## src/design/vfam_regs.svh

```systemverilog
`ifndef VFAM_REGS_SVH
`define VFAM_REGS_SVH
`define VFAM_PORT_OFF 16'h0001
`define VFAM_VPTR_OFF 16'hd018
`define VFAM_BANKSEL_OFF 16'hdd00
`define VFAM_PORT_RST 8'h00
`define VFAM_VPTR_RST 8'h14
`define VFAM_BANKSEL_RST 8'h00
`define VFAM_HIDE_BIT 2
`define VFAM_CHR_LO 3'h1
`define VFAM_CHR_HI 3'h3
`define VFAM_BMP_BIT 3
`define VFAM_CROM_LO 16'hd000
`define VFAM_CROM_HI 16'hdfff
`define VFAM_IMG_LO 16'h1000
`define VFAM_IMG_HI 16'h1fff
`define VFAM_BMP_BYTES 13'd8000
`define VFAM_CROM_SEL_BIT 0
`endif

```

## src/design/vfam_pkg.sv

```systemverilog
package vfam_pkg;
    typedef enum logic [1:0] {VFAM_SRC_RAM, VFAM_SRC_ROM, VFAM_SRC_IO} vfam_src_t;
    typedef enum logic [2:0]
    {
        VFAM_SET_UPPER,
        VFAM_SET_GRAPH,
        VFAM_SET_REV_UPPER,
        VFAM_SET_REV_GRAPH,
        VFAM_SET_LOWER,
        VFAM_SET_UPPER_GRAPH,
        VFAM_SET_REV_LOWER,
        VFAM_SET_REV_UPPER_GRAPH
    } vfam_set_t;
endpackage : vfam_pkg

```

## src/design/vfam_reg8.sv

```systemverilog
`timescale 1ns/1ns
module vfam_reg8 #(
    parameter logic [15:0] ADDR = 16'h0000,
    parameter logic [7:0] RST = 8'h00
) (
    // clock and reset
    input wire logic clk_sys,
    input wire logic srst,
    input wire logic ce,
    // cpu write
    input wire logic wr,
    input wire logic [15:0] addr,
    input wire logic [7:0] wdata,
    // value
    output logic [7:0] q
);
    logic [7:0] r_q;
    wire hit = wr && (addr == ADDR);
    always_ff @(posedge clk_sys)
    begin
        if (srst)
            r_q <= RST;
        else if (ce && hit)
            r_q <= wdata;
    end
    assign q = r_q;
endmodule : vfam_reg8

```

## src/design/vfam_top.sv

```systemverilog
`timescale 1ns/1ns
`include "vfam_regs.svh"
// Overview of operation
// - native mode: hide bit 0 shows char rom in selected bank, 1 hides it
// - native mode: rom availability applies to all four video banks
// - cpu char-rom config decodes 53248..57343 to rom instead of io
// - rom holds eight 512-byte sets in fixed order
// - character base from pointer bits 3..1, 2048-byte steps in bank
// - pointer upper nibble screen base, lower nibble char base, independent
// - bitmap mode: only bit 3 matters, offset 0 or 8192
// - bitmap spans 8000 consecutive bytes from its start
// - bank times 16K added to every char, bitmap and screen offset
// - compatibility mode: rom image only 4096..8191 bank 0, 36864..40959 bank 2
// - overlay affects video fetches only; cpu writes reach ram
// - bank from bits 1..0 of bank select register, default bank 0
module vfam_top
(
    // clock and reset
    input wire logic clk_sys,
    input wire logic srst,
    input wire logic ce,
    // mode
    input wire logic compat_mode,
    // cpu bus
    input wire logic cpu_wr,
    input wire logic cpu_rd,
    input wire logic [15:0] cpu_addr,
    input wire logic [7:0] cpu_wdata,
    output logic [7:0] cpu_rdata,
    output logic cpu_ram_we,
    output vfam_pkg::vfam_src_t cpu_src,
    // video controller fetch
    input wire logic vf_req,
    input wire logic vf_bitmap,
    input wire logic vf_screen,
    input wire logic [9:0] vf_cell,
    input wire logic [7:0] vf_code,
    input wire logic [2:0] vf_row,
    input wire logic [12:0] vf_bm_idx,
    output logic vf_valid,
    output logic [15:0] vf_addr,
    output logic vf_rom,
    output logic [11:0] vf_rom_addr,
    output vfam_pkg::vfam_set_t vf_set
);
    import vfam_pkg::*;

    logic [7:0] port_q;
    logic [7:0] vptr_q;
    logic [7:0] bank_reg_q;

    vfam_reg8 #(.ADDR(`VFAM_PORT_OFF), .RST(`VFAM_PORT_RST)) u_port
    (
        .clk_sys(clk_sys), .srst(srst), .ce(ce), .wr(cpu_wr),
        .addr(cpu_addr), .wdata(cpu_wdata), .q(port_q)
    );
    vfam_reg8 #(.ADDR(`VFAM_VPTR_OFF), .RST(`VFAM_VPTR_RST)) u_vptr
    (
        .clk_sys(clk_sys), .srst(srst), .ce(ce), .wr(cpu_wr),
        .addr(cpu_addr), .wdata(cpu_wdata), .q(vptr_q)
    );
    vfam_reg8 #(.ADDR(`VFAM_BANKSEL_OFF), .RST(`VFAM_BANKSEL_RST)) u_bank
    (
        .clk_sys(clk_sys), .srst(srst), .ce(ce), .wr(cpu_wr),
        .addr(cpu_addr), .wdata(cpu_wdata), .q(bank_reg_q)
    );

    // register and cpu decode
    wire [1:0] bank = bank_reg_q[1:0];
    wire hide_rom = port_q[`VFAM_HIDE_BIT];
    wire cpu_crom_cfg = port_q[`VFAM_CROM_SEL_BIT];
    wire [3:0] scr_base = vptr_q[7:4];
    wire [2:0] chr_base = vptr_q[`VFAM_CHR_HI:`VFAM_CHR_LO];
    wire bmp_hi = vptr_q[`VFAM_BMP_BIT];
    wire in_crom = (cpu_addr >= `VFAM_CROM_LO) && (cpu_addr <= `VFAM_CROM_HI);
    wire hit_port = cpu_addr == `VFAM_PORT_OFF;
    wire hit_vptr = cpu_addr == `VFAM_VPTR_OFF;
    wire hit_bank = cpu_addr == `VFAM_BANKSEL_OFF;
    wire [7:0] rd_mux = hit_port ? port_q : hit_vptr ? vptr_q : hit_bank ? bank_reg_q : 8'h00;
    wire rom_rd = in_crom && cpu_crom_cfg;
    vfam_src_t src_d;
    assign src_d = rom_rd ? VFAM_SRC_ROM : (in_crom ? VFAM_SRC_IO : VFAM_SRC_RAM);

    // fetch offset inside 16K bank
    wire [13:0] off_chr = {chr_base, vf_code, vf_row};
    wire [13:0] off_bmp = {bmp_hi, vf_bm_idx};
    wire [13:0] off_scr = {scr_base, vf_cell};
    wire [13:0] off = vf_screen ? off_scr : (vf_bitmap ? off_bmp : off_chr);
    wire [15:0] addr_d = {bank, off};
    wire bm_in_range = !vf_bitmap || vf_screen || (vf_bm_idx < `VFAM_BMP_BYTES);
    // overlay window: the 4K image range within bank
    wire in_img = ({2'b00, off} >= `VFAM_IMG_LO) && ({2'b00, off} <= `VFAM_IMG_HI);
    wire native_rom = !compat_mode && !hide_rom && in_img;
    wire compat_rom = compat_mode && in_img && !bank[0];
    wire rom_d = vf_req && bm_in_range && (native_rom || compat_rom);

    always_ff @(posedge clk_sys)
    begin
        if (srst)
        begin
            cpu_rdata <= 8'h00;
            cpu_ram_we <= 1'b0;
            cpu_src <= VFAM_SRC_RAM;
        end
        else if (ce)
        begin
            cpu_rdata <= cpu_rd ? rd_mux : 8'h00;
            cpu_ram_we <= cpu_wr && !(hit_port || hit_vptr || hit_bank);
            cpu_src <= src_d;
        end
    end

    always_ff @(posedge clk_sys)
    begin
        if (srst)
        begin
            vf_valid <= 1'b0;
            vf_addr <= 16'h0000;
            vf_rom <= 1'b0;
            vf_rom_addr <= 12'h000;
            vf_set <= VFAM_SET_UPPER;
        end
        else if (ce)
        begin
            vf_valid <= vf_req && bm_in_range;
            vf_addr <= addr_d;
            vf_rom <= rom_d;
            vf_rom_addr <= off[11:0];
            vf_set <= vfam_set_t'(off[11:9]);
        end
    end

    chk_rom_bank_any: assert property (@(posedge clk_sys) disable iff (srst)
        ce && vf_req && !vf_screen && !vf_bitmap && !compat_mode && !hide_rom && in_img
        |=> vf_rom)
        else $error("native rom missing");
    chk_rom_hidden: assert property (@(posedge clk_sys) disable iff (srst)
        ce && !compat_mode && hide_rom |=> !vf_rom)
        else $error("rom visible while hidden");
    chk_compat_odd: assert property (@(posedge clk_sys) disable iff (srst)
        ce && compat_mode && bank[0] |=> !vf_rom)
        else $error("rom image in odd bank");
    chk_bank_high: assert property (@(posedge clk_sys) disable iff (srst)
        ce && vf_req |=> vf_addr[15:14] == $past(bank_reg_q[1:0]))
        else $error("bank bits wrong");
    chk_bitmap_base: assert property (@(posedge clk_sys) disable iff (srst)
        ce && vf_req && vf_bitmap && !vf_screen |=> vf_addr[13] == $past(vptr_q[3]))
        else $error("bitmap base wrong");
    chk_char_base: assert property (@(posedge clk_sys) disable iff (srst)
        ce && vf_req && !vf_bitmap && !vf_screen |=> vf_addr[13:11] == $past(vptr_q[3:1]))
        else $error("char base wrong");
    chk_bmp_limit: assert property (@(posedge clk_sys) disable iff (srst)
        ce && vf_req && vf_bitmap && !vf_screen && vf_bm_idx >= `VFAM_BMP_BYTES |=> !vf_valid)
        else $error("bitmap beyond 8000");
    chk_cpu_rom: assert property (@(posedge clk_sys) disable iff (srst)
        ce && in_crom && port_q[0] |=> cpu_src == VFAM_SRC_ROM)
        else $error("cpu rom decode");
    chk_ram_write: assert property (@(posedge clk_sys) disable iff (srst)
        ce && cpu_wr && !hit_port && !hit_vptr && !hit_bank |=> cpu_ram_we)
        else $error("write lost under overlay");
    chk_reg_no_ram: assert property (@(posedge clk_sys) disable iff (srst)
        ce && cpu_wr && (hit_port || hit_vptr || hit_bank) |=> !cpu_ram_we)
        else $error("register write reached ram");
    chk_cpu_io: assert property (@(posedge clk_sys) disable iff (srst)
        ce && in_crom && !port_q[`VFAM_CROM_SEL_BIT] |=> cpu_src == VFAM_SRC_IO)
        else $error("cpu io decode");
    chk_compat_even: assert property (@(posedge clk_sys) disable iff (srst)
        ce && vf_req && !vf_screen && !vf_bitmap && compat_mode && !bank[0] && in_img
        |=> vf_rom)
        else $error("rom image missing in even bank");
    chk_rom_window: assert property (@(posedge clk_sys) disable iff (srst)
        ce && !in_img |=> !vf_rom)
        else $error("rom outside image window");
    chk_rom_addr: assert property (@(posedge clk_sys) disable iff (srst)
        ce && vf_req && !vf_screen && !vf_bitmap
        |=> vf_rom_addr == {$past(vptr_q[1]), $past(vf_code), $past(vf_row)})
        else $error("rom address wrong");
    chk_set_order: assert property (@(posedge clk_sys) disable iff (srst)
        ce |=> vf_set == vfam_set_t'(vf_rom_addr[11:9]))
        else $error("character set region wrong");
    chk_screen_base: assert property (@(posedge clk_sys) disable iff (srst)
        ce && vf_req && vf_screen |=> vf_addr[13:0] == {$past(vptr_q[7:4]), $past(vf_cell)})
        else $error("screen base wrong");
    chk_char_low: assert property (@(posedge clk_sys) disable iff (srst)
        ce && vf_req && !vf_bitmap && !vf_screen
        |=> vf_addr[10:0] == {$past(vf_code), $past(vf_row)})
        else $error("char code or row misplaced");
    chk_bmp_valid: assert property (@(posedge clk_sys) disable iff (srst)
        ce && vf_req && vf_bitmap && !vf_screen && vf_bm_idx < `VFAM_BMP_BYTES
        |=> vf_valid && vf_addr[12:0] == $past(vf_bm_idx))
        else $error("bitmap byte lost");
    chk_valid_char: assert property (@(posedge clk_sys) disable iff (srst)
        ce && vf_req && !vf_bitmap |=> vf_valid)
        else $error("fetch not served");
    chk_bank_default: assert property (@(posedge clk_sys)
        srst |=> bank_reg_q == `VFAM_BANKSEL_RST)
        else $error("bank not default after reset");
    chk_bank_read: assert property (@(posedge clk_sys) disable iff (srst)
        ce && cpu_rd && hit_bank |=> cpu_rdata == $past(bank_reg_q))
        else $error("bank register read wrong");
    chk_vptr_write: assert property (@(posedge clk_sys) disable iff (srst)
        ce && cpu_wr && hit_vptr |=> vptr_q == $past(cpu_wdata))
        else $error("pointer write lost");
    chk_hide_write: assert property (@(posedge clk_sys) disable iff (srst)
        ce && cpu_wr && hit_port |=> hide_rom == $past(cpu_wdata[`VFAM_HIDE_BIT]))
        else $error("hide bit write lost");
    chk_ce_freeze: assert property (@(posedge clk_sys) disable iff (srst)
        !ce |=> $stable(vf_addr) && $stable(vf_valid) && $stable(vf_rom) && $stable(cpu_rdata))
        else $error("state moved with enable low");
    cov_native_rom: cover property (@(posedge clk_sys) ce && !compat_mode ##1 vf_rom);
    cov_compat_rom: cover property (@(posedge clk_sys) ce && compat_mode ##1 vf_rom);
    cov_bitmap_hi: cover property (@(posedge clk_sys) vf_bitmap && bmp_hi && vf_req);
    cov_compat_bank2: cover property (@(posedge clk_sys) compat_mode && bank == 2'd2 ##1 vf_rom);
    cov_ce_hold: cover property (@(posedge clk_sys) !ce ##1 ce);
endmodule : vfam_top

```

## config.mk

```make
export PLATFORM = sky130hd
export DESIGN_NAME = vfam_top
export DESIGN_NICKNAME = d
export VERILOG_FILES = /design/src/design/vfam_pkg.sv /design/src/design/vfam_reg8.sv /design/src/design/vfam_top.sv
export VERILOG_INCLUDE_DIRS = /design/src /design/src/design
export SDC_FILE = /design/constraint.sdc
export NUM_CORES = 1
export LEC_CHECK = 0
export ABC_AREA = 1
export BUFFER_PORTS_ARGS = -buffer_cell sky130_fd_sc_hd__buf_2
export CORE_MARGIN = 4
export CORE_UTILIZATION = 30
export DETAILED_ROUTE_END_ITERATION = 6
export GPL_TIMING_DRIVEN = 1
export PLACE_DENSITY = 0.59
export SLEW_MARGIN = 20
export SYNTH_ARGS = -nofsm -noshare
export SYNTH_HDL_FRONTEND = slang
export SYNTH_SLANG_ARGS = --single-unit
```

## constraint.sdc

```tcl
create_clock -name clk_sys -period 2 [get_ports clk_sys]
set_input_delay 0.1 -clock clk_sys [delete_from_list [all_inputs] [get_ports clk_sys]]
set_output_delay 0.1 -clock clk_sys [all_outputs]
set_load 0.02 [all_outputs]
```

# == Word level (Yosys, flattened, before mapping) ==
# Index checks and enable logic that the tools add are counted.
# Widths: inputs -> output; s select.
# totals
regBits,68
output_inout_bits,44
# op_classes
magnitude_cmp,5
n_eq_ne,3
n_mux,8
n_reduce_logical,26
# ops
cell,count
$eq 16x16->1 const B,2
$mux 8,4
$eq 16x1->1 const B,1
$ge 16x16->1 const B,1
$le 16x16->1 const B,1
$logic_and 1x1->1,16
$ge 14x13->1 const B,1
$le 14x13->1 const B,1
$mux 14,1
$lt 13x13->1 const B,1
$mux 13,1
$logic_not 1->1,5
$logic_or 1x1->1,5
$mux 2,2

# == Logic depth before layout (Yosys ltp) ==
# Gate-level depths: netlist of the first run.
# logic_depth
depth_word,8
mapped_depth,10

# == Hierarchy ==
# A second synthesis of the first run with hierarchy kept.
# unflattened
hier_cells,537
area_unflattened_um2,3582.2
# by_module_without_submodules
mod,n_inst,cells_per_inst,area_per_inst_um2,seq_area_each_um2
vfam_top,1,298,2026.9,580.6
vfam_reg8 (u_port),1,84,538.0,160.2
vfam_reg8 (u_bank),1,82,524.3,160.2
vfam_reg8 (u_vptr),1,73,493.0,160.2

# == Least setup slack after synthesis of the first run ==
# Ideal clock, no wire load.
# synth_timing
path_kind,input -> register
startpoint,in cpu_addr[7]
endpoint,reg cpu_ram_we
arrival_time_ns,0.977
required_time_ns,1.869
path_slack_ns,0.892
stages,8
cell_sequence,nor2_1 > nand2_1 > nor2_4 > nand2_4 > buf_6 > o21ai_0 > o21a_1 > nor2_1
# synth_between
elab_chain_cells,5
word_cells_on_any_way,7
cone_classes,eq/ne: 3; reduce/logical: 4
# synth_rtl
element,line,text
"start, declared",vfam_top.sv:27,"input wire logic [15:0] cpu_addr,"
$eq 16x1->1 (no line) or $eq 16x16->1 (tied branches),--,
$logic_or 1x1->1,vfam_top.sv:108,cpu_ram_we <= cpu_wr && !(hit_port || hit_vptr || hit_bank);
$logic_or 1x1->1 *,vfam_top.sv:108,
$logic_not 1->1 *,vfam_top.sv:108,
$logic_and 1x1->1 *,vfam_top.sv:108,
"end signal, assigned",vfam_top.sv:108,
"end, declared",vfam_top.sv:30,"output logic cpu_ram_we,"
# Every way passes the cells marked *; elsewhere a longest branch is shown, timed or not.
# A chain may end at the register's enable or synchronous reset.

# == Worst setup path after layout of the first run ==
# layout_timing
startpoint,in cpu_addr[7]
endpoint,"reg u_port.r_q[2], in the netlist u_port.q[2]"
# layout_between
elab_chain_cells,3
# layout_rtl
element,line,text
$eq 16x1->1,vfam_reg8.sv:18,wire hit = wr && (addr == ADDR);
$logic_and 1x1->1,vfam_reg8.sv:18,
$logic_and 1x1->1,vfam_reg8.sv:23,else if (ce && hit)
"end signal, assigned",vfam_reg8.sv:24,r_q <= wdata;
"end, declared",vfam_reg8.sv:17,logic [7:0] r_q;
# No other way between the ends.

==> results of run 1 <==
==> layer usage <==
metal | track usage (%) | share of wire [%] | vias to the layer above | routed length, µm
li1 | - | - | 1498 | -
met1 | 21.22 | 44 | 1334 | 3917
met2 | 26.40 | 45 | 147 | 3957
met3 | 3.891 | 9.4 | 12 | 833
met4 | 4.311 | 1.5 | 0 | 134
met5 | 0 | 0 | - | 0
==> worst paths after layout <==
path                              end  slack [ps]  cells after the start
max          u_port.q[2]$_SDFFE_PP0P_         750                      8
min           vf_addr[9]$_SDFFE_PP0P_          80                      3
max reg2reg       vf_rom$_SDFFE_PP0P_         840                      8
min reg2reg  u_vptr.q[0]$_SDFFE_PP0P_         460                      2
==> worst reg2reg max path, stage by stage (launching register included) <==
cell and delay [ps]:
dfxtp_1 380, inv_1 60, o21ai_0 150, nand2_1 60
o21ai_0 140, nand2_1 100, nor2_1 110, nor2_1 40
nor2_1 70
==> synth_stat cells, types with 2 or more instances <==
library cell,count,share of area (%)
buf_4,15,4.0
a21oi_2,3,0.93
o211ai_1,13,3.5
nand2_2,2,0.44
a21oi_1,51,9.1
nand3_1,19,3.4
nor2_2,3,0.67
clkbuf_1,14,1.9
buf_2,2,0.36
nor2_4,6,2.4
dfxtp_1,53,38
nand2_1,78,10
inv_1,59,7.9
nor3_1,7,1.2
nand3b_1,7,1.9
o21ai_0,45,8.0
nand3_2,2,0.71
nor2_1,27,3.6
==> power by group <==
group	internal [mW]	switching, mW	total (mW)
clock	0.275	0.351	0.625
sequential	1.08	0.0187	1.10
combinational	0.132	0.225	0.357
total	1.49	0.594	2.08
==> through the flow <==
step	std cells	hold WS (ps)	area, µm²
after floorplan	413	169.1	2814
after global placement	608	396.0	3362
after detailed placement	608	397.0	3362
after CTS	615	68.57	3452
after global routing	615	84.58	3452
final	615	82.65	3452
==> sequential cells by signal, summed over array words and instances (netlist names) <==
signal and flops:
cpu_ram_we 1, vf_valid 1, vf_rom 1, u_vptr.q 8
vf_addr 16, u_bank.q 8, cpu_src 2, u_port.q 8
cpu_rdata 8
==> cells by family after synthesis <==
family / Yosys count
buffers and inverters: 93
flip-flops: 53
AND/OR/NAND/NOR: 154
AO/OA/AOI/OAI: 113
==> placed cells by master, fill, tap and decap left out <==
cell          n
a21oi_1      51
a21oi_2       3
buf_2       110
buf_4         6
clkbuf_8      6
clkinv_1      1
clkinvlp_4    1
dfxtp_1      53
inv_1        59
inv_2         1
nand2_1      78
nand2_2       2
nand2_4       1
nand3_1      19
nand3_2       2
nand3b_1      7
nand4_1       1
nand4_2       1
nor2_1       27
nor2_2        3
nor2_4        6
nor3_1        7
o211ai_1     13
o21a_1        1
o21ai_0      45
==> area by class of cell <==
class | instances | share of cell area (%)
well taps | 111 | 4.023
clock buffers | 6 | 2.392
flip-flops and latches | 53 | 30.74
inverters | 61 | 6.633
clock inverters | 1 | 0.2175
multi-input cells | 267 | 38.75
repair buffers | 116 | 17.25
==> results.yml, run 1 <==
min_path:
  hold_class: "input port to register"
  min_from: "vf_cell[9]"
critical_path:
  cp_max_fo: 16
  rr_startpoint: "u_vptr.q[2]$_SDFFE_PP1P_"
  worstPathArrival_ps: 1490
  cpMostUsedCell: "nor2_4"
  path_class: "input port to register"
  crit_path_max_incr_delay_ps: 290
  crit_family: "simple AND/OR/NAND/NOR gates"
  crit_path_end_kind: "register"
  crit_chain: "buf_2, nor2_1, nand2_1, nor2_4, nand2_4, nor2_4, o21ai_0, a21oi_1"
  cp-start-kind: "input port"
  startpoint: "cpu_addr[7]"
  slowest_stage: "nor2_4"
  cp_num_buf_inv: 1
  worstPathRequired_ps: 2240
detailed_routing:
  antenna_left: 0
  num_vias: 2991
  via_per_inst: 4.863
  drc: 0
  wl_um: 8843
  drt_iter0_markers: 223
  wire_per_inst_um: 14.38
  drt_pre_antenna_iters: 5
global_route:
  grt_max_degree: 41
  antenna_found_initial: 0
  grt.total_usage_pct: 16.13
  overflow: 0
  grt_pass1_vias: 2904
  grt_pass1_wl_um: 14410
floorplanning:
  rows: 35
  core_mm2: 0.009196
  initial_core_util_pct: 30.60
  die_h_um: 104.9
  die_w_um: 104.9
  boundaryPins: 111
  fp.dieArea_mm2: 0.01099
run:
  maxCapViolCount: 0
sta:
  fin_crit_sh_pct: 62.59
  period_needed_ps: 1252
  worst_slack_ps: 748.2
  fin_setup_tns_ps: 0
  rsz0062_at_grt: "no"
  drv_slew: 0
  max-slew-margin-rel_pct: 72.17
  finalSetupViolCount: 0
  worstMarginPinSlew_ps: 413.1
  skew_ps: 6.979
  max_freq_mhz: 798.9
  hold_violations: 0
synth:
  synth_top_family_by_area: "simple AND/OR/NAND/NOR gates"
  postSynthCellCount: 413
  avgSynthCellArea_um2: 6.813
  synth.yosys.seq_area_share_pct: 37.71
  synth-edff-count: 0
  ys_warn_count: 0
  synth_nets: 480
  synth_cell_types: 25
  synth-seq-cells: 53
  synthMuxAreaShare_pct: 0
  synth_compound_area_share_pct: 21.74
  yosys.area_share.simple_pct: 25.79
  synthXorXnorAreaFrac_pct: 0
  synth-adder-area-share_pct: 0
  synth-async-reset-ratio_pct: 0
  ys.flop_type: "dfxtp_1"
  netlist_area_mm2: 0.002814
clock_tree:
  clock-sinks: 53
  post_cts_buffers: 0
  cts_resized: 0
  cts_buffers: 5
  holdBufCountCts: 0
  cts_tree: "done"
  h-tree-depth: 2
  clock_tree.root_cell: "clkbuf_8"
  cts.path.max_buffers: 2
  clock_latency_ps: 300
  clkTransAtPathRegs_ps: 100
cells_and_area:
  ff_latch_area_mm2: 0.001061
  area_growth_pct: 22.68
  layout-drive-gt1-share_pct: 28.17
  multi_input_area_mm2: 0.001338
  finish.utilization_pct: 37.54
  antenna_cells: 0
  num-nets-final: 571
  nFillCells: 1007
status:
  outcome: "finished clean"
power_and_ir_drop:
  vdd_drop_max_mv: 0.2546
  finalPower_mw: 2.082
  p_per_area_mw_per_mm2: 603.2
  p_leak_nw: 1.714
placed_design:
  portBuffers: 110
  pre_cts_ws_ps: 477.4
  detailed_place_hpwl_um: 6794
  gp_congestion: 0.9029
Power figures use the tool's default switching activity.
==> run 2, diff against run 1 <==
--- a/config.mk
+++ b/config.mk
@@ -12,7 +12,7 @@
 export CORE_UTILIZATION = 30
 export DETAILED_ROUTE_END_ITERATION = 6
 export GPL_TIMING_DRIVEN = 1
-export PLACE_DENSITY = 0.59
+export PLACE_DENSITY = 0.61
 export SLEW_MARGIN = 20
 export SYNTH_ARGS = -nofsm -noshare
 export SYNTH_HDL_FRONTEND = slang
==> constraint.sdc (replaced) <==
create_clock -name clk_sys -period 1.1 [get_ports clk_sys]
set_input_delay 0.055 -clock clk_sys [delete_from_list [all_inputs] [get_ports clk_sys]]
set_output_delay 0.055 -clock clk_sys [all_outputs]
set_load 0.02 [all_outputs]
==> run 2 against run 1 <==
Effect of this change: clock skew about the same; first-iteration DRC count decreased by 30%; die area stayed put; critical path depth decreased by 1.
==> results.yml, run 2 (same netlist as run 1, synthesis figures left out) <==
cells_and_area:
  largest_reg_flops: 16
  fin_cells: 640
  layout-drive-gt1-share_pct: 32.51
  area_growth_pct: 30.24
  antenna_cells: 0
  layout_commonest_cell: "buf_2"
  num-nets-final: 596
  stdcell_area_mm2: 0.003665
  regMostFlops: "vf_addr"
  nFillCells: 993
  layout_common_cells: "buf_2, nand2_1, inv_1, dfxtp_1, a21oi_1"
placed_design:
  placed_cell_area_mm2: 0.003562
  detailed_place_hpwl_um: 6996
  portBuffers: 110
  place_inst: 633
  gp_congestion: 0.8699
power_and_ir_drop:
  finalPower_mw: 3.806
  p_leak_nw: 1.840
  pwr-share-clk_pct: 29.6
  p_per_area_mw_per_mm2: 1039
  intPower_mw: 2.736
  p_comb_share_pct: 17.9
  seqPwrFrac_pct: 52.5
  vdd_drop_max_mv: 0.5657
  swShare_pct: 28.12
  switching_power_mw: 1.070
sta:
  fin_crit_sh_pct: 90.86
  hold_ws_ps: 14.71
  max_freq_mhz: 1001
  period_needed_ps: 999.5
  max-slew-margin-rel_pct: 78.18
  drv_slew: 0
  hold_violations: 0
  worstMarginPinSlew_ps: 326.5
  skew_ps: 7.137
  finalSetupViolCount: 0
global_route:
  grt_pass1_wl_um: 14080
  antenna_found_initial: 0
  grt_pass1_vias: 2915
  grt.total_usage_pct: 15.71
  overflow: 0
  grt_max_degree: 34
min_path:
  hold_class: "input port to register"
detailed_routing:
  drt_pre_antenna_iters: 4
  num_vias: 3051
  drt_iter0_markers: 155
  drc: 0
  wl_um: 8586
  via_per_inst: 4.767
  antenna_left: 0
  wire_per_inst_um: 13.42
critical_path:
  rrSetupSlack_ps: 100
  cp_max_fo: 3
  worstPathRequired_ps: 1300
  crit_path_end_kind: "register"
  worstPathArrival_ps: 1200
  cp-start-kind: "register"
  path_class: "register to register"
run:
  maxCapViolCount: 0
floorplanning:
  core_mm2: 0.009196
  boundaryPins: 111
  die_h_um: 104.9
  fp.dieArea_mm2: 0.01099
  die_w_um: 104.9
  initial_core_util_pct: 30.60
  rows: 35
clock_tree:
  cts_buffers: 5
  cts.path.max_buffers: 2
  clkTransAtPathRegs_ps: 100
  clock-sinks: 53
  holdBufCountCts: 0
  clock_latency_ps: 310
  clock_tree.root_cell: "clkbuf_8"
  h-tree-depth: 2
  cts_tree: "done"
status:
  outcome: "finished clean"
## run 2: cell types whose count changed in the layout (fill, tap and decap cells not counted), sizes merged
cell  change
buf      +25
## run 2: area by class of cell
type	instances	area (µm²)	area share [%]
multi-input combinational	267	1349	36.80
sequential	53	1062	28.99
timing repair buffer	141	795.8	21.71
inverter	61	229.0	6.248
tap	111	138.9	3.790
clock buffer	6	82.58	2.253
clock inverter	1	7.507	0.2048
## run 2: routing by layer
metal	share of wire, %	track usage (%)	wire length, µm
met4	1.3	4.405	114
met1	44	19.74	3819
met3	7.7	3.150	658
met5	0	0	0
met2	47	27.22	3993
## run 2: path summary, 6_finish.rpt
path / startpoint / to / depth (start not counted)
worst max-delay path: u_port.q[2]$_SDFFE_PP0P_ / vf_rom$_SDFFE_PP0P_ / 7
worst min-delay path: cpu_wdata[2] / u_port.q[2]$_SDFFE_PP0P_ / 3
worst max register to register: u_port.q[2]$_SDFFE_PP0P_ / vf_rom$_SDFFE_PP0P_ / 7
worst min register to register: u_bank.q[5]$_SDFFE_PP0P_ / u_bank.q[5]$_SDFFE_PP0P_ / 2
## run 2: critical path, cell delays in order (launching register included)
cell	delay [ps]
dfxtp_1	400
nor2_1	60
a21oi_1	130
nor2_1	60
nand2_1	80
nor2_1	40
nor2_1	80
nor2_1	40
## run 2: power groups by stage
stage	Sequential (mW)	Combinational (mW)	Clock [mW]
after global routing	2.01	0.750	1.23
after CTS	2.00	0.685	1.18
after global placement	2.04	0.677	0
after detailed placement	2.04	0.682	0
final	2.00	0.680	1.13
after floorplan	2.10	0.343	0
## run 2: stage by stage
step | setup WS [ps] | util (%) | TNS (ps)
floorplan | 37.05 | - | 0
global placement | -157.9 | 38.73 | -2907
detailed placement | -177.8 | 38.73 | -3787
finish | 100.5 | 39.85 | 0
global route | -7.039 | 39.85 | -7.039
CTS | 8.822 | 39.73 | 0
## run 2: repair_timing
action | 4_1_cts | 5_1_grt
gates resized for setup | 2 | 6
buffers inserted | 0 | 0
pin swaps | 1 | 2
setup endpoints to repair | 1 | 1
